==> src/apc_params.svh <==
// Constants for the alarm panel control logic
`ifndef APC_PARAMS_SVH
`define APC_PARAMS_SVH
`define APC_CLK_HZ 40000000
`define APC_HALF_SEC_MS 500
`define APC_HALF_SEC_CYC ((`APC_CLK_HZ / 1000) * `APC_HALF_SEC_MS)
`define APC_CANCEL_PRESSES 10
`define APC_LVL_DEFAULT 2'h1
`define APC_LVL_BACKLIGHT 2'h2
`define APC_LVL_MAX 2'h3
`define APC_KEY_NONE 4'hF
`define APC_CHAR_SLOTS 4
`endif

==> src/apc_pkg.sv <==
// Types for the alarm panel control logic
package apc_pkg;
  typedef enum logic [1:0] {APC_SIL_IDLE, APC_SIL_ACTIVE, APC_SIL_QUIET} apc_sil_t;
endpackage

==> src/apc_timebase.sv <==
// Shared half-second timebase for all flashing indicators
`timescale 1ns/1ps
`include "apc_params.svh"
module apc_timebase #(
  parameter int HALF_CYC = `APC_HALF_SEC_CYC
) (
  input wire logic i_clk,
  input wire logic i_rst_n,
  output logic o_phase
);
  logic [31:0] cnt_q;
  // Phase toggles every half second, giving 1 Hz with equal halves
  always_ff @(posedge i_clk or negedge i_rst_n) begin
    if (!i_rst_n) begin
      cnt_q <= 32'h0;
      o_phase <= 1'b0;
    end else if (cnt_q >= 32'(HALF_CYC - 1)) begin
      cnt_q <= 32'h0;
      o_phase <= ~o_phase;
    end else begin
      cnt_q <= cnt_q + 32'h1;
    end
  end
endmodule

==> src/apc_charcycle.sv <==
// Multi-tap character selection for alphanumeric entry
`timescale 1ns/1ps
`include "apc_params.svh"
module apc_charcycle #(
  parameter int CHARS = `APC_CHAR_SLOTS
) (
  input wire logic i_clk,
  input wire logic i_rst_n,
  input wire logic i_press,
  input wire logic [3:0] i_key,
  input wire logic i_alpha,
  output logic [1:0] o_index
);
  logic [3:0] last_key_q;
  // Same key steps through its letters; new key restarts at its digit
  always_ff @(posedge i_clk or negedge i_rst_n) begin
    if (!i_rst_n) begin
      last_key_q <= `APC_KEY_NONE;
      o_index <= 2'h0;
    end else if (i_press) begin
      last_key_q <= i_key;
      if (i_alpha && i_key == last_key_q) begin
        o_index <= (o_index == 2'(CHARS - 1)) ? 2'h0 : o_index + 2'h1; // RULE_14
      end else begin
        o_index <= 2'h0; // RULE_14
      end
    end
  end
endmodule

==> src/apc_panel.sv <==
// Front-panel supervisory logic for the fire panel unit
// How it works
// (RULE_01) Backlight forced on at level two up
// (RULE_02) Buzzer steady on fire, intermittent on fault
// (RULE_03) Buzzer silence at levels 1-3 stops buzzer
// (RULE_04) Alarm silence keeps external alarm device on
// (RULE_05) Second silence press resounds silenced devices
// (RULE_06) New alarm while silenced resounds all devices
// (RULE_07) Reset clears fire and system fault, needs silence
// (RULE_08) Disable needs silence, never clears fire
// (RULE_09) Alarm devices LED: disabled steady, fault flashes
// (RULE_10) Ancillary LED: disabled steady, fault flashes
// (RULE_11) Delay LED steady programmed, flashes running; override
// (RULE_12) External alarm LED: disable steady beats fault
// (RULE_13) Ten cancel presses drop to default level
// (RULE_14) Repeated key cycles digit then letters
// (RULE_15) Fire LED latched until reset, flashes evacuating
// (RULE_16) Routing LED lit, flashes 1 Hz with feedback
// (RULE_17) Mains LED lit, flashes 1 Hz on battery
// (RULE_18) System fault latches, cleared only by reset
// (RULE_19) General fault follows sources, no latch; the LED also stays lit while the latched system fault is set
// (RULE_20) Pre-alarm shown only when top condition
// (RULE_21) Disabled LED on while anything disabled
// (RULE_22) Silenced LED latched until new alarm/clear
// (RULE_23) Reset to level 1, one shared timebase
`timescale 1ns/1ps
`include "apc_params.svh"
module apc_panel
  import apc_pkg::*;
#(
  parameter int HALF_CYC = `APC_HALF_SEC_CYC,
  parameter int CANCEL_PRESSES = `APC_CANCEL_PRESSES
) (
  input wire logic I_CLOCK,
  input wire logic I_RST_N,
  input wire logic [1:0] I_LEVEL_SET,
  input wire logic I_LEVEL_LOAD,
  input wire logic I_KEY_BUZ_SIL,
  input wire logic I_KEY_ALM_SIL,
  input wire logic I_KEY_RESET,
  input wire logic I_KEY_DISABLE,
  input wire logic I_KEY_OVERRIDE,
  input wire logic I_KEY_CANCEL,
  input wire logic I_KEY_OTHER,
  input wire logic I_KEY_PAD,
  input wire logic [3:0] I_KEY_CODE,
  input wire logic I_FIELD_ALPHA,
  input wire logic I_NEW_ALARM,
  input wire logic I_EVACUATE,
  input wire logic I_FAULT_ANY,
  input wire logic I_SYS_FAIL,
  input wire logic I_ADEV_DIS,
  input wire logic I_ADEV_FLT,
  input wire logic I_ANC_DIS,
  input wire logic I_ANC_FLT,
  input wire logic I_DELAY_PROG,
  input wire logic I_DELAY_RUN,
  input wire logic I_EXT_DIS,
  input wire logic I_EXT_FLT,
  input wire logic I_ROUTE_ACT,
  input wire logic I_ROUTE_FB,
  input wire logic I_MAINS_OK,
  input wire logic I_ON_BATTERY,
  input wire logic I_ENTITY_DIS,
  input wire logic I_PREALARM,
  input wire logic I_HIGHER_ABN,
  output logic [1:0] O_LEVEL,
  output logic O_BACKLIGHT,
  output logic O_BUZZER,
  output logic O_ALM_DEV,
  output logic O_EXT_ALM,
  output logic O_DISABLE_GO,
  output logic O_DELAY_OVERRIDE,
  output logic [1:0] O_CHAR_INDEX,
  output logic O_LED_FIRE,
  output logic O_LED_ROUTE,
  output logic O_LED_MAINS,
  output logic O_LED_SYSFLT,
  output logic O_LED_FAULT,
  output logic O_LED_DISABLED,
  output logic O_LED_SILENCED,
  output logic O_LED_ADEV,
  output logic O_LED_ANC,
  output logic O_LED_DELAY,
  output logic O_LED_EXT,
  output logic O_SHOW_PREALARM
);
  logic [1:0] level_q;
  logic [3:0] cancel_cnt_q;
  logic fire_q;
  logic sysflt_q;
  logic buz_quiet_q;
  apc_sil_t sil_q;
  logic phase;
  logic intermit_q;
  logic [1:0] char_idx;
  logic lvl_ge2;
  logic reset_ok;

  // Level gate shared by most keys
  function automatic logic lvl_at_least(input logic [1:0] lv, input logic [1:0] th);
    lvl_at_least = (lv >= th);
  endfunction

  // Flashing pattern: disable steady wins over fault flash
  function automatic logic steady_or_flash(input logic st, input logic fl, input logic ph);
    steady_or_flash = st | (fl & ph);
  endfunction

  assign lvl_ge2 = lvl_at_least(level_q, `APC_LVL_BACKLIGHT);
  assign reset_ok = (sil_q == APC_SIL_QUIET) && I_KEY_RESET && lvl_ge2;

  apc_timebase #(
    .HALF_CYC(HALF_CYC)
  ) u_apc_timebase (
    .i_clk(I_CLOCK),
    .i_rst_n(I_RST_N),
    .o_phase(phase)
  );

  apc_charcycle #(
    .CHARS(`APC_CHAR_SLOTS)
  ) u_apc_charcycle (
    .i_clk(I_CLOCK),
    .i_rst_n(I_RST_N),
    .i_press(I_KEY_PAD && lvl_ge2),
    .i_key(I_KEY_CODE),
    .i_alpha(I_FIELD_ALPHA),
    .o_index(char_idx)
  );

  // Access level; password checks live elsewhere and load the level
  always_ff @(posedge I_CLOCK or negedge I_RST_N) begin
    if (!I_RST_N) begin
      level_q <= `APC_LVL_DEFAULT; // RULE_23
      cancel_cnt_q <= 4'h0;
    end else if (I_LEVEL_LOAD) begin
      level_q <= (I_LEVEL_SET == 2'h0) ? `APC_LVL_DEFAULT : I_LEVEL_SET;
      cancel_cnt_q <= 4'h0;
    end else if (I_KEY_CANCEL) begin
      if (cancel_cnt_q == 4'(CANCEL_PRESSES - 1)) begin
        level_q <= `APC_LVL_DEFAULT; // RULE_13
        cancel_cnt_q <= 4'h0;
      end else begin
        cancel_cnt_q <= cancel_cnt_q + 4'h1; // RULE_13
      end
    end else if (I_KEY_BUZ_SIL | I_KEY_ALM_SIL | I_KEY_RESET | I_KEY_DISABLE |
                 I_KEY_OVERRIDE | I_KEY_OTHER | I_KEY_PAD) begin
      cancel_cnt_q <= 4'h0; // Any other key breaks the run
    end
  end

  // Fire latch; new alarm sets it and wins over a same-cycle reset
  always_ff @(posedge I_CLOCK or negedge I_RST_N) begin
    if (!I_RST_N) begin
      fire_q <= 1'b0;
    end else if (I_NEW_ALARM) begin
      fire_q <= 1'b1; // RULE_15
    end else if (reset_ok) begin
      fire_q <= 1'b0; // RULE_07 RULE_08
    end
  end

  // System fault latch; only the reset key clears it
  always_ff @(posedge I_CLOCK or negedge I_RST_N) begin
    if (!I_RST_N) begin
      sysflt_q <= 1'b0;
    end else if (I_SYS_FAIL) begin
      sysflt_q <= 1'b1; // RULE_18
    end else if (I_KEY_RESET && lvl_ge2 && (sil_q == APC_SIL_QUIET || !fire_q)) begin
      sysflt_q <= 1'b0; // RULE_18
    end
  end

  // Silence / resound state of the alarm devices
  always_ff @(posedge I_CLOCK or negedge I_RST_N) begin
    if (!I_RST_N) begin
      sil_q <= APC_SIL_IDLE;
    end else begin
      case (sil_q)
        APC_SIL_IDLE: begin
          if (I_NEW_ALARM) begin
            sil_q <= APC_SIL_ACTIVE;
          end
        end
        APC_SIL_ACTIVE: begin
          if (I_KEY_ALM_SIL && lvl_ge2 && !I_NEW_ALARM) begin
            sil_q <= APC_SIL_QUIET; // RULE_04
          end
        end
        APC_SIL_QUIET: begin
          if (I_NEW_ALARM) begin
            sil_q <= APC_SIL_ACTIVE; // RULE_06
          end else if (reset_ok) begin
            sil_q <= APC_SIL_IDLE; // RULE_22
          end else if (I_KEY_ALM_SIL && lvl_ge2) begin
            sil_q <= APC_SIL_ACTIVE; // RULE_05
          end
        end
        default: sil_q <= APC_SIL_IDLE;
      endcase
    end
  end

  // Buzzer silence; a new event sounds it again
  always_ff @(posedge I_CLOCK or negedge I_RST_N) begin
    if (!I_RST_N) begin
      buz_quiet_q <= 1'b0;
    end else if (I_NEW_ALARM) begin
      buz_quiet_q <= 1'b0;
    end else if (I_KEY_BUZ_SIL && level_q >= `APC_LVL_DEFAULT) begin
      buz_quiet_q <= 1'b1; // RULE_03
    end else if (!fire_q && !I_FAULT_ANY) begin
      buz_quiet_q <= 1'b0;
    end
  end

  // Intermittent fault tone reuses the half-second phase
  always_ff @(posedge I_CLOCK or negedge I_RST_N) begin
    if (!I_RST_N) begin
      intermit_q <= 1'b0;
    end else begin
      intermit_q <= phase; // RULE_23
    end
  end

  // Key-driven strobes, one cycle each
  always_ff @(posedge I_CLOCK or negedge I_RST_N) begin
    if (!I_RST_N) begin
      O_DISABLE_GO <= 1'b0;
      O_DELAY_OVERRIDE <= 1'b0;
    end else begin
      O_DISABLE_GO <= I_KEY_DISABLE && (level_q == `APC_LVL_BACKLIGHT) &&
                      (sil_q == APC_SIL_QUIET || !fire_q); // RULE_08
      O_DELAY_OVERRIDE <= I_KEY_OVERRIDE && lvl_ge2 && I_DELAY_RUN; // RULE_11
    end
  end

  // Registered outputs; all flashing shares the one phase
  always_ff @(posedge I_CLOCK or negedge I_RST_N) begin
    if (!I_RST_N) begin
      O_LEVEL <= `APC_LVL_DEFAULT;
      O_BACKLIGHT <= 1'b0;
      O_BUZZER <= 1'b0;
      O_ALM_DEV <= 1'b0;
      O_EXT_ALM <= 1'b0;
      O_CHAR_INDEX <= 2'h0;
      O_LED_FIRE <= 1'b0;
      O_LED_ROUTE <= 1'b0;
      O_LED_MAINS <= 1'b0;
      O_LED_SYSFLT <= 1'b0;
      O_LED_FAULT <= 1'b0;
      O_LED_DISABLED <= 1'b0;
      O_LED_SILENCED <= 1'b0;
      O_LED_ADEV <= 1'b0;
      O_LED_ANC <= 1'b0;
      O_LED_DELAY <= 1'b0;
      O_LED_EXT <= 1'b0;
      O_SHOW_PREALARM <= 1'b0;
    end else begin
      O_LEVEL <= level_q;
      O_BACKLIGHT <= lvl_ge2; // RULE_01
      O_BUZZER <= !buz_quiet_q && (fire_q || (I_FAULT_ANY && intermit_q)); // RULE_02
      O_ALM_DEV <= (sil_q == APC_SIL_ACTIVE); // RULE_04
      O_EXT_ALM <= fire_q; // RULE_04
      O_CHAR_INDEX <= char_idx; // RULE_14
      O_LED_FIRE <= fire_q && !(I_EVACUATE && !phase); // RULE_15
      O_LED_ROUTE <= fire_q && I_ROUTE_ACT && !(I_ROUTE_FB && !phase); // RULE_16
      O_LED_MAINS <= steady_or_flash(I_MAINS_OK && !I_ON_BATTERY,
                                     I_ON_BATTERY, phase); // RULE_17
      O_LED_SYSFLT <= sysflt_q; // RULE_18
      O_LED_FAULT <= I_FAULT_ANY | sysflt_q; // RULE_19
      O_LED_DISABLED <= I_ENTITY_DIS; // RULE_21
      O_LED_SILENCED <= (sil_q == APC_SIL_QUIET); // RULE_22
      O_LED_ADEV <= steady_or_flash(I_ADEV_DIS, I_ADEV_FLT, phase); // RULE_09
      O_LED_ANC <= steady_or_flash(I_ANC_DIS, I_ANC_FLT, phase); // RULE_10
      O_LED_DELAY <= I_DELAY_RUN ? phase : I_DELAY_PROG; // RULE_11
      O_LED_EXT <= steady_or_flash(I_EXT_DIS, I_EXT_FLT, phase); // RULE_12
      O_SHOW_PREALARM <= I_PREALARM && !I_HIGHER_ABN && !fire_q; // RULE_20
    end
  end

  property p_backlight;
    @(posedge I_CLOCK) disable iff (!I_RST_N) lvl_ge2 |=> O_BACKLIGHT;
  endproperty
  a_backlight: assert property (p_backlight) else $error("backlight off"); // RULE_01

  property p_fire_buzz;
    @(posedge I_CLOCK) disable iff (!I_RST_N) (fire_q && !buz_quiet_q) |=> O_BUZZER;
  endproperty
  a_fire_buzz: assert property (p_fire_buzz) else $error("fire buzzer silent"); // RULE_02

  property p_buz_sil;
    @(posedge I_CLOCK) disable iff (!I_RST_N)
      (I_KEY_BUZ_SIL && !I_NEW_ALARM) |=> ##1 !O_BUZZER;
  endproperty
  a_buz_sil: assert property (p_buz_sil) else $error("buzzer not silenced"); // RULE_03

  property p_ext_kept;
    @(posedge I_CLOCK) disable iff (!I_RST_N) (sil_q == APC_SIL_QUIET) |=> O_EXT_ALM;
  endproperty
  a_ext_kept: assert property (p_ext_kept) else $error("ext alarm silenced"); // RULE_04

  property p_resound;
    @(posedge I_CLOCK) disable iff (!I_RST_N)
      (sil_q == APC_SIL_QUIET && I_NEW_ALARM) |=> (sil_q == APC_SIL_ACTIVE);
  endproperty
  a_resound: assert property (p_resound) else $error("no resound"); // RULE_06

  property p_reset_gate;
    @(posedge I_CLOCK) disable iff (!I_RST_N)
      (fire_q && sil_q != APC_SIL_QUIET && !I_NEW_ALARM) |=> fire_q;
  endproperty
  a_reset_gate: assert property (p_reset_gate) else $error("fire cleared unsilenced"); // RULE_07

  property p_sysflt;
    @(posedge I_CLOCK) disable iff (!I_RST_N) (sysflt_q && !I_KEY_RESET) |=> sysflt_q;
  endproperty
  a_sysflt: assert property (p_sysflt) else $error("system fault lost"); // RULE_18

  property p_fault_follow;
    @(posedge I_CLOCK) disable iff (!I_RST_N) I_FAULT_ANY |=> O_LED_FAULT;
  endproperty
  a_fault_follow: assert property (p_fault_follow) else $error("fault LED off"); // RULE_19
endmodule

==> config.mk <==
export PLATFORM = sky130hd
export DESIGN_NAME = apc_panel
export DESIGN_NICKNAME = d
export VERILOG_FILES = /design/src/apc_pkg.sv /design/src/apc_timebase.sv /design/src/apc_charcycle.sv /design/src/apc_panel.sv
export VERILOG_INCLUDE_DIRS = /design/src
export SDC_FILE = /design/constraint.sdc
export NUM_CORES = 1
export LEC_CHECK = 0
export BUFFER_PORTS_ARGS = -buffer_cell sky130_fd_sc_hd__buf_4
export CORE_MARGIN = 2
export CORE_UTILIZATION = 59
export CTS_CLUSTER_SIZE = 10
export DETAILED_ROUTE_END_ITERATION = 10
export GPL_ROUTABILITY_DRIVEN = 0
export PLACE_DENSITY = 0.84
export SKIP_CTS_REPAIR_TIMING = 1
export SLEW_MARGIN = 20
export SYNTH_ARGS = -nofsm -noshare
export SYNTH_HDL_FRONTEND = slang
export SYNTH_SLANG_ARGS = --single-unit
==> constraint.sdc <==
create_clock -name I_CLOCK -period 4.7 [get_ports I_CLOCK]
set_input_delay 0.705 -clock I_CLOCK [delete_from_list [all_inputs] [get_ports I_CLOCK]]
set_output_delay 0.705 -clock I_CLOCK [all_outputs]
set_load 0.005 [all_outputs]
==> results of run 1 <==
[registers in the layout, indices dropped and copies added, names as in the netlist, 2 cells and up]
name and flops:
cancel_cnt_q 4, sil_q 2, level_q 2, O_CHAR_INDEX 2
u_apc_charcycle.o_index 2, u_apc_timebase.cnt_q 32, u_apc_charcycle.last_key_q 4, O_LEVEL 2
[final cells by class]
cell class / instances / area, um^2
flip-flops and latches: 73 / 1830
fillers: 357 / 1420
multi-input cells: 190 / 1390
repair buffers: 59 / 443
clock buffers: 11 / 141
clock inverters: 5 / 104
well taps: 72 / 90.1
inverters: 6 / 22.5
[power by group through the flow]
stage | Clock (mW) | Combinational [mW] | Sequential [mW]
final | 0.595 | 0.105 | 0.688
after global routing | 0.633 | 0.117 | 0.691
after CTS | 0.604 | 0.107 | 0.688
after detailed placement | 0 | 0.106 | 0.700
after global placement | 0 | 0.103 | 0.698
after floorplan | 0 | 0.0422 | 0.693
[placed cells by master (no fill, tap or decap), types with 3 or more instances in the layout]
master / instances
dfrtp_1: 67
buf_4: 59
nand3_1: 14
nor3_1: 14
nand2_1: 11
or4_1: 10
clkbuf_8: 10
o31ai_1: 9
xor2_1: 9
a21o_1: 8
xnor2_1: 8
a211oi_2: 7
conb_1: 7
dfstp_2: 6
nor4_1: 6
nor2_1: 6
inv_1: 6
o21ai_0: 6
nor3_2: 6
a21oi_1: 6
mux2_2: 6
a211oi_1: 5
nand4_1: 4
nor3b_1: 4
ha_1: 4
and3_1: 3
and4_1: 3
and2_1: 3
a22o_1: 3
bufinv_16: 3
[per-layer routing]
layer / global-route usage / vias up / part of all wire
met4: 0.107 / 0 / 0.020
met2: 0.401 / 72 / 0.50
li1: - / 1147 / -
met5: 0 / - / 0
met3: 0.0614 / 13 / 0.061
met1: 0.295 / 1180 / 0.42
[cells in the mapped netlist (all sizes together) (2+ instances only)]
master and instances:
dfrtp 67, nor3 20, nand3 15, a211oi 13, nand2 11, or4 10
o31ai 9, xor2 9, a21o 8, clkbuf 8, xnor2 8, a21oi 7
buf 6, dfstp 6, inv 6, mux2 6, nand4 6, nor2 6
nor4 6, o21ai 6, and3 4, and4 4, ha 4, nor3b 4
a22o 3, and2 3, or2 3, a21boi 2, nor2b 2, o22ai 2
[cell families after synthesis]
logic type      Yosys count  share of synthesized area
fa+ha+maj                 4                     0.0152
mux                       7                     0.0235
other cells               1                    0.00114
xor+xnor                 17                     0.0451
flops                    73                      0.556
buf+inv                  20                     0.0307
simple gates             99                      0.193
compound gates           56                      0.135
[worst reg2reg max path: cells and delay by family (launching register included)]
family                     cells  cell delay, ns
AOI/OAI and AO/OA              1            0.55
buffers and inverters          1            0.36
and+or+nand+nor                2            0.31
DFF                            1            0.42
adders and majority gates      1            0.37
[worst max path at each step]
stage                                          end  slack, ns
final                     u_apc_timebase.cnt_q[14]       2.54
after global routing      u_apc_timebase.cnt_q[14]       2.37
after CTS                 u_apc_timebase.cnt_q[14]       2.51
after detailed placement  u_apc_timebase.cnt_q[14]       2.54
after global placement     u_apc_timebase.cnt_q[8]       2.61
after floorplan            u_apc_timebase.cnt_q[2]       2.94
==> flow_summary.json, run 1 <==
{
  "grt-ovfl-total": 0,
  "endpoint_kind": "register",
  "design_area_um2": 4020,
  "timing.setup.tns_ns": 0,
  "postSynthCellCount": 277,
  "cts_tree": "yes",
  "rsz0062_at_grt": "false",
  "worst_pin_slew_ns": 0.885,
  "vias": 2412,
  "yosys.area.top_type": "dfrtp_1",
  "crit_start": "u_apc_timebase.cnt_q[0]",
  "layout.nets": 380,
  "dp_cells": 400,
  "antenna-diode-count": 0,
  "crit_path_cell_trace": "ha_1 -> nand4_2 -> a211oi_4 -> buf_4 -> nor3_1",
  "r2r_cells": 5,
  "grt_max_degree": 74,
  "max_freq_mhz": 463,
  "final_layout_size_suffix_gt1_frac": 0.317,
  "comb_power_share": 0.075,
  "design.die.area_um2": 6200,
  "critPathBufInv": 1,
  "clkPwrFrac": 0.429,
  "drt_wl_total_um": 6710,
  "syn_area_per_cell_um2": 11.9,
  "place_ws_ns": 2.54,
  "cts_buffer_depth": 2,
  "power_density_nw_per_um2": 345,
  "fin_crit_ns": 2.16,
  "post-route-drc-count": 0,
  "syn_area_um2": 3300,
  "arrival_ns": 2.35,
  "fin_skew_ns": 0.0113,
  "cts_root_buf": "clkbuf_8",
  "drt_iter0_markers": 166,
  "worst-path-stages": 5,
  "clock_latency_ns": 0.34,
  "fp-row-count": 27,
  "clkSinkCount": 73,
  "setup_violations": 0,
  "htree_num_levels": 3,
  "hold_viol_final": 0,
  "coreArea_um2": 5440,
  "reg2reg_to": "u_apc_timebase.cnt_q[14]",
  "pin_count": 59,
  "layout_setup_ws_ns": 2.54,
  "worstHoldPathCells": 0,
  "leakage_nw": 1.72,
  "die_w_um": 78.8,
  "grtUsageTotal": 0.240,
  "switchingPower_uw": 295,
  "cap_violations": 0,
  "synth_cell_types": 55,
  "slew_headroom": 0.410,
  "path_class": "reg -> reg",
  "ir_worst_vdd_v": 0.000159,
  "min_path_type": "reg -> reg",
  "synth_edf_count": 0,
  "die_height_um": 78.8,
  "hold_end": "O_LEVEL[0]",
  "required_ns": 4.89,
  "p_int_mw": 1.09,
  "synthArstFlopShare": 1.00,
  "critPathLaunchType": "register",
  "power_frac_seq": 0.496,
  "swShare": 0.213,
  "cts_buffers": 9,
  "slew_violations": 0,
  "fin_hold_ws_ns": 0.375,
  "hold_path_startpoint": "level_q[0]",
  "yosys_register_bits": 73,
  "fin_crit_sh": 0.459,
  "drt_pass1_iterations": 4,
  "cp_slowest_stage_delay_ns": 0.55,
  "port_buffers": 58,
  "yosysWarnings": 0,
  "synth.top_cells.by_area": "dfrtp_1, dfstp_2, a211oi_2",
  "dp_hpwl_um": 4620,
  "yosysTopAreaCellShare": 0.508,
  "routed_via_density": 5.80,
  "cts.clk_slew.worst_paths_ns": 0.08,
  "antenna_found_initial": 0,
  "r2r_setup_slack_ns": 2.54,
  "grt_pass1_vias": 2533,
  "reg2reg_from": "u_apc_timebase.cnt_q[0]",
  "yosysSeqAreaShare": 0.556,
  "synth_ff_type": "dfrtp_1",
  "drtAntennaViolNets": 0,
  "power.total_mw": 1.39,
  "fin_util": 0.739,
  "cp_top_family": "compound AO/OA/AOI/OAI gates",
  "grt_pass1_wl_um": 11500,
  "wl_per_cell_um": 16.1,
  "cp_slowest_cell": "a211oi_4",
  "initial_core_util": 0.606,
  "worstPathMaxFanout": 17,
  "synthToLayoutAreaGrowth_pct": 21.9,
  "status": "complete, no violations",
  "dpl_cell_area_um2": 3770,
  "fin_cells": 416
}
Note: power is estimated with default switching activity, not from simulation.
==> run 2, diff against run 1 <==
--- a/config.mk
+++ b/config.mk
@@ -8,11 +8,11 @@
 export LEC_CHECK = 0
 export BUFFER_PORTS_ARGS = -buffer_cell sky130_fd_sc_hd__buf_4
 export CORE_MARGIN = 2
-export CORE_UTILIZATION = 59
+export CORE_UTILIZATION = 50
 export CTS_CLUSTER_SIZE = 10
 export DETAILED_ROUTE_END_ITERATION = 10
 export GPL_ROUTABILITY_DRIVEN = 0
-export PLACE_DENSITY = 0.84
+export PLACE_DENSITY = 0.76
 export SKIP_CTS_REPAIR_TIMING = 1
 export SLEW_MARGIN = 20
 export SYNTH_ARGS = -nofsm -noshare
==> constraint.sdc (replaced) <==
create_clock -name I_CLOCK -period 1.9 [get_ports I_CLOCK]
set_input_delay 0.285 -clock I_CLOCK [delete_from_list [all_inputs] [get_ports I_CLOCK]]
set_output_delay 0.285 -clock I_CLOCK [all_outputs]
set_load 0.005 [all_outputs]
==> run 2 against run 1 <==
- sequential power is 150% higher
- flip-flop and latch count is the same
- non-clock buffer count grew 14
- register-to-register slack got worse by 2.4 ns
- cell count rose by 4.6%
- fmax grew 22%
- clock power grew 110%
- routed wire length is 1.5% higher
- cell area grew 2.8%
- utilization decreased by 8.8 points
- critical endpoint is now u_apc_timebase.cnt_q[21]
- highest routed layer unchanged
==> flow_summary.json, run 2 (synthesized netlist as in run 1, its figures left out) <==
{
  "layout_commonest_cell": "buf_4",
  "power_density_nw_per_um2": 774,
  "drt_pass1_iterations": 4,
  "wl_per_cell_um": 15.7,
  "grt_pass1_wl_um": 11500,
  "grt_pass1_vias": 2455,
  "layout_common_cells": "buf_4, dfrtp_1, nand3_1, nor3_1, nand2_1",
  "top_regs": "u_apc_timebase.cnt_q: 32 flops, cancel_cnt_q: 4 flops, u_apc_charcycle.last_key_q: 4 flops",
  "dp_cells": 418,
  "largest_register": "u_apc_timebase.cnt_q",
  "grt_max_degree": 44,
  "reg2reg_from": "u_apc_timebase.cnt_q[2]",
  "clkSinkCount": 73,
  "r2r_setup_slack_ns": 0.13,
  "rsz0062_at_grt": "false",
  "vias": 2491,
  "met2WireLength_um": 3420,
  "cts_root_buf": "clkbuf_8",
  "slew_violations": 0,
  "drtAntennaViolNets": 0,
  "timing.setup.tns_ns": 0,
  "dpl_cell_area_um2": 3920,
  "wl_met1_um": 2840,
  "ir_worst_vdd_v": 0.000830,
  "dp_hpwl_um": 4820,
  "cap_violations": 0,
  "die_w_um": 85.2,
  "top_layer": "met4",
  "largest_reg_flops": 32,
  "fin_crit_ns": 1.77,
  "min_path_type": "in -> reg",
  "cts_tree": "yes",
  "layout_setup_ws_ns": 0.131,
  "design_area_um2": 4130,
  "status": "complete, no violations",
  "fin_crit_sh": 0.931,
  "cts_buffers": 9,
  "required_ns": 2.16,
  "endpoint_kind": "register",
  "arrival_ns": 2.03,
  "final_layout_size_suffix_gt1_frac": 0.346,
  "hold_viol_final": 0,
  "hold_end": "O_LED_DISABLED",
  "drt_wl_total_um": 6810,
  "fin_cells": 435,
  "grtUsageTotal": 0.202,
  "routed_via_density": 5.73,
  "grt-ovfl-total": 0,
  "crit_path_cell_trace": "nand4_4 -> or2_4 -> or4_1 -> a211oi_2",
  "fin_util": 0.651,
  "critPathLaunchType": "register",
  "coreArea_um2": 6350,
  "post-route-drc-count": 0,
  "reg2reg_to": "u_apc_timebase.cnt_q[21]",
  "worstPathMaxFanout": 11,
  "leakage_nw": 1.78,
  "clock_latency_ns": 0.35,
  "fp-row-count": 29,
  "design.die.area_um2": 7260,
  "n_fill_cell": 493,
  "cts_buffer_depth": 2,
  "max_freq_mhz": 565,
  "setup_violations": 0,
  "path_class": "reg -> reg",
  "antenna-diode-count": 0,
  "critPathBufInv": 0,
  "initial_core_util": 0.519,
  "cp_slowest_cell": "or4_1",
  "wl_met3_um": 394,
  "worstHoldPathCells": 1,
  "port_buffers": 58,
  "htree_num_levels": 3,
  "place_ws_ns": 0.0751,
  "crit_start": "u_apc_timebase.cnt_q[2]",
  "cp_top_family": "simple AND/OR/NAND/NOR gates",
  "hold_path_startpoint": "I_ENTITY_DIS",
  "cts.clk_slew.worst_paths_ns": 0.08,
  "drt_iter0_markers": 175,
  "cp_slowest_stage_delay_ns": 0.49,
  "antenna_found_initial": 0,
  "pin_count": 59,
  "die_height_um": 85.2,
  "synthToLayoutAreaGrowth_pct": 25.3,
  "layout.nets": 394,
  "fin_skew_ns": 0.0119,
  "r2r_cells": 4
}
[run 2: cell type report]
type | count | area [um^2] | area share
multi-input combinational | 190 | 1390 | 0.336
sequential | 73 | 1830 | 0.444
tap | 77 | 96.3 | 0.0233
clock inverter | 7 | 77.6 | 0.0188
clock buffer | 9 | 124 | 0.0300
inverter | 6 | 22.5 | 0.00545
timing repair buffer | 73 | 588 | 0.142
[run 2: worst max-delay path by stage]
stage,end,slack [ns],cells past startpoint
2_1_floorplan,u_apc_timebase.cnt_q[2],0.14,6
3_3_place_gp,u_apc_timebase.cnt_q[21],0.12,4
3_5_place_dp,u_apc_timebase.cnt_q[21],0.08,4
4_1_cts,u_apc_timebase.cnt_q[21],0.05,4
5_1_grt,u_apc_timebase.cnt_q[15],0.01,5
6_report,u_apc_timebase.cnt_q[21],0.13,4
[run 2: power breakdown]
part | total (mW) | switching, mW | internal (mW)
registers | 1.70 | 0.0529 | 1.65
logic | 0.267 | 0.115 | 0.152
clock network | 1.23 | 0.613 | 0.617
total | 3.20 | 0.781 | 2.42
[run 2: through the flow]
step	power (mW)	hold WS, ns
global route	3.34	0.0289
detailed placement	2.00	0.249
finish	3.20	0.0386
global placement	1.99	0.244
CTS	3.23	-0.133
floorplan	1.82	-0.0106
[run 2: metal layers]
layer,vias up,GRT usage
li1,1179,-
met1,1217,0.260
met2,82,0.325
met3,13,0.0399
met4,0,0.101
met5,-,0
==> run 3, diff against run 2 <==
--- a/config.mk
+++ b/config.mk
@@ -12,6 +12,7 @@
 export CTS_CLUSTER_SIZE = 10
 export DETAILED_ROUTE_END_ITERATION = 10
 export GPL_ROUTABILITY_DRIVEN = 0
+export GPL_TIMING_DRIVEN = 0
 export PLACE_DENSITY = 0.76
 export SKIP_CTS_REPAIR_TIMING = 1
 export SLEW_MARGIN = 20
==> run 3 against run 2 <==
- global-route usage fell by 0.44 points
- sequential power is essentially flat
- total power up 3.9%
- register-to-register slack worse by 0.09 ns
- largest power group unchanged
- critical path depth up 3
- via count down 2.6%
- routed wire length shrank 1.1%
- die area unchanged
==> flow_summary.json, run 3 (synthesized netlist as in run 1, its figures left out) <==
{
  "status": "complete, no violations",
  "hold_viol_final": 0,
  "coreArea_um2": 6350,
  "largest_reg_flops": 32,
  "rsz0062_at_grt": "true",
  "layout.nets": 394,
  "dp_cells": 418,
  "die_w_um": 85.2,
  "routed_via_density": 5.57,
  "grt_pass1_vias": 2394,
  "ir_worst_vdd_v": 0.000603,
  "cts_buffers": 9,
  "slew_headroom": 0.417,
  "grt_max_degree": 74,
  "pin_count": 59,
  "cts.clk_slew.worst_paths_ns": 0.08,
  "leakage_nw": 1.75,
  "vias": 2425,
  "fin_skew_ns": 0.0119,
  "n_fill_cell": 502,
  "clkSinkCount": 73,
  "min_path_type": "in -> async",
  "top_regs": "u_apc_timebase.cnt_q: 32 flops, cancel_cnt_q: 4 flops, u_apc_charcycle.last_key_q: 4 flops",
  "synthToLayoutAreaGrowth_pct": 26.3,
  "port_buffers": 58,
  "drt_iter0_markers": 110,
  "endpoint_kind": "register",
  "cts_root_buf": "clkbuf_8",
  "drt_pass1_iterations": 4,
  "final_layout_size_suffix_gt1_frac": 0.374,
  "dp_hpwl_um": 4620,
  "cap_violations": 0,
  "post-route-drc-count": 0,
  "r2r_cells": 7,
  "power_density_nw_per_um2": 797,
  "antenna_found_initial": 0,
  "htree_num_levels": 3,
  "worstPathMaxFanout": 10,
  "wl_per_cell_um": 15.5,
  "fp-row-count": 29,
  "largest_register": "u_apc_timebase.cnt_q",
  "critPathLaunchType": "register",
  "fin_cells": 435,
  "initial_core_util": 0.519,
  "fin_util": 0.656,
  "worst_pin_slew_ns": 0.875,
  "max_freq_mhz": 538,
  "fin_crit_sh": 0.979,
  "layout_common_cells": "dfrtp_1, buf_4, nand3_1, nor3_2, nand2_1",
  "drtAntennaViolNets": 0,
  "grtUsageTotal": 0.197,
  "slew_violations": 0,
  "cts_buffer_depth": 2,
  "dpl_cell_area_um2": 3850,
  "setup_violations": 0,
  "design.die.area_um2": 7260,
  "cts_tree": "yes",
  "antenna-diode-count": 0,
  "arrival_ns": 2.11,
  "power.total_mw": 3.32,
  "clock_latency_ns": 0.34,
  "design_area_um2": 4170,
  "grt-ovfl-total": 0,
  "drt_wl_total_um": 6740,
  "path_class": "reg -> reg",
  "die_height_um": 85.2,
  "fin_crit_ns": 1.86,
  "grt_pass1_wl_um": 11400,
  "required_ns": 2.15
}
==> run 3: changes by cell type in the layout (fill, tap and decap cells not counted), sizes merged <==
cell	previous run	this run
clkinv	3	0
clkinvlp	1	3
buf	72	67
clkbuf	9	15
bufinv	1	2
dlygate4sd3	1	0
==> run 3: power breakdown <==
part	internal (mW)	switching [mW]
Sequential	1.65	0.0397
Combinational	0.150	0.130
Clock	0.748	0.606
==> run 3: per-stage QoR <==
step	setup slack (ns)	hold WS [ns]	setup TNS (ns)
floorplan	0.140	-0.0106	0
global placement	-0.137	0.359	-2.36
detailed placement	-0.155	0.367	-2.83
CTS	-0.173	0.0390	-3.23
global route	-0.0439	0.0397	-0.606
finish	0.0406	0.0446	0
==> run 3: per-layer routing <==
metal  routed length [um]  global-route usage
met1                 3030               0.273
met2                 3290               0.309
met3                  268              0.0302
met4                  150              0.0880
met5                    0                   0
==> run 3: worst max-delay path: stages, from the launching register on <==
cell and delay [ns]:
dfrtp_1 0.36, buf_2 0.17, or4_4 0.53, a21oi_4 0.18, a211oi_4 0.08, buf_6 0.16
buf_6 0.15, a211oi_2 0.14
==> run 3: layout make-up <==
class / count / area [um^2] / area share
buffer: 12 / 78.8 / 0.0189
clock buffer: 9 / 124 / 0.0297
clock inverter: 7 / 100 / 0.0240
inverter: 6 / 22.5 / 0.00541
multi-input combinational: 190 / 1440 / 0.346
sequential: 73 / 1840 / 0.442
tap: 77 / 96.3 / 0.0231
timing repair buffer: 61 / 462 / 0.111
==> run 3: final timing paths <==
check,startpoint,slack (ns),to
worst max-delay path,u_apc_timebase.cnt_q[15],0.04,u_apc_timebase.cnt_q[24]
max in group asynchronous,I_RST_N,1.23,u_apc_timebase.cnt_q[13]
min in group I_CLOCK,I_ENTITY_DIS,0.05,O_LED_DISABLED
worst min register to register,u_apc_timebase.o_phase,0.38,intermit_q
worst min-delay path,I_RST_N,0.04,u_apc_timebase.cnt_q[21]
worst max register to register,u_apc_timebase.cnt_q[15],0.04,u_apc_timebase.cnt_q[24]
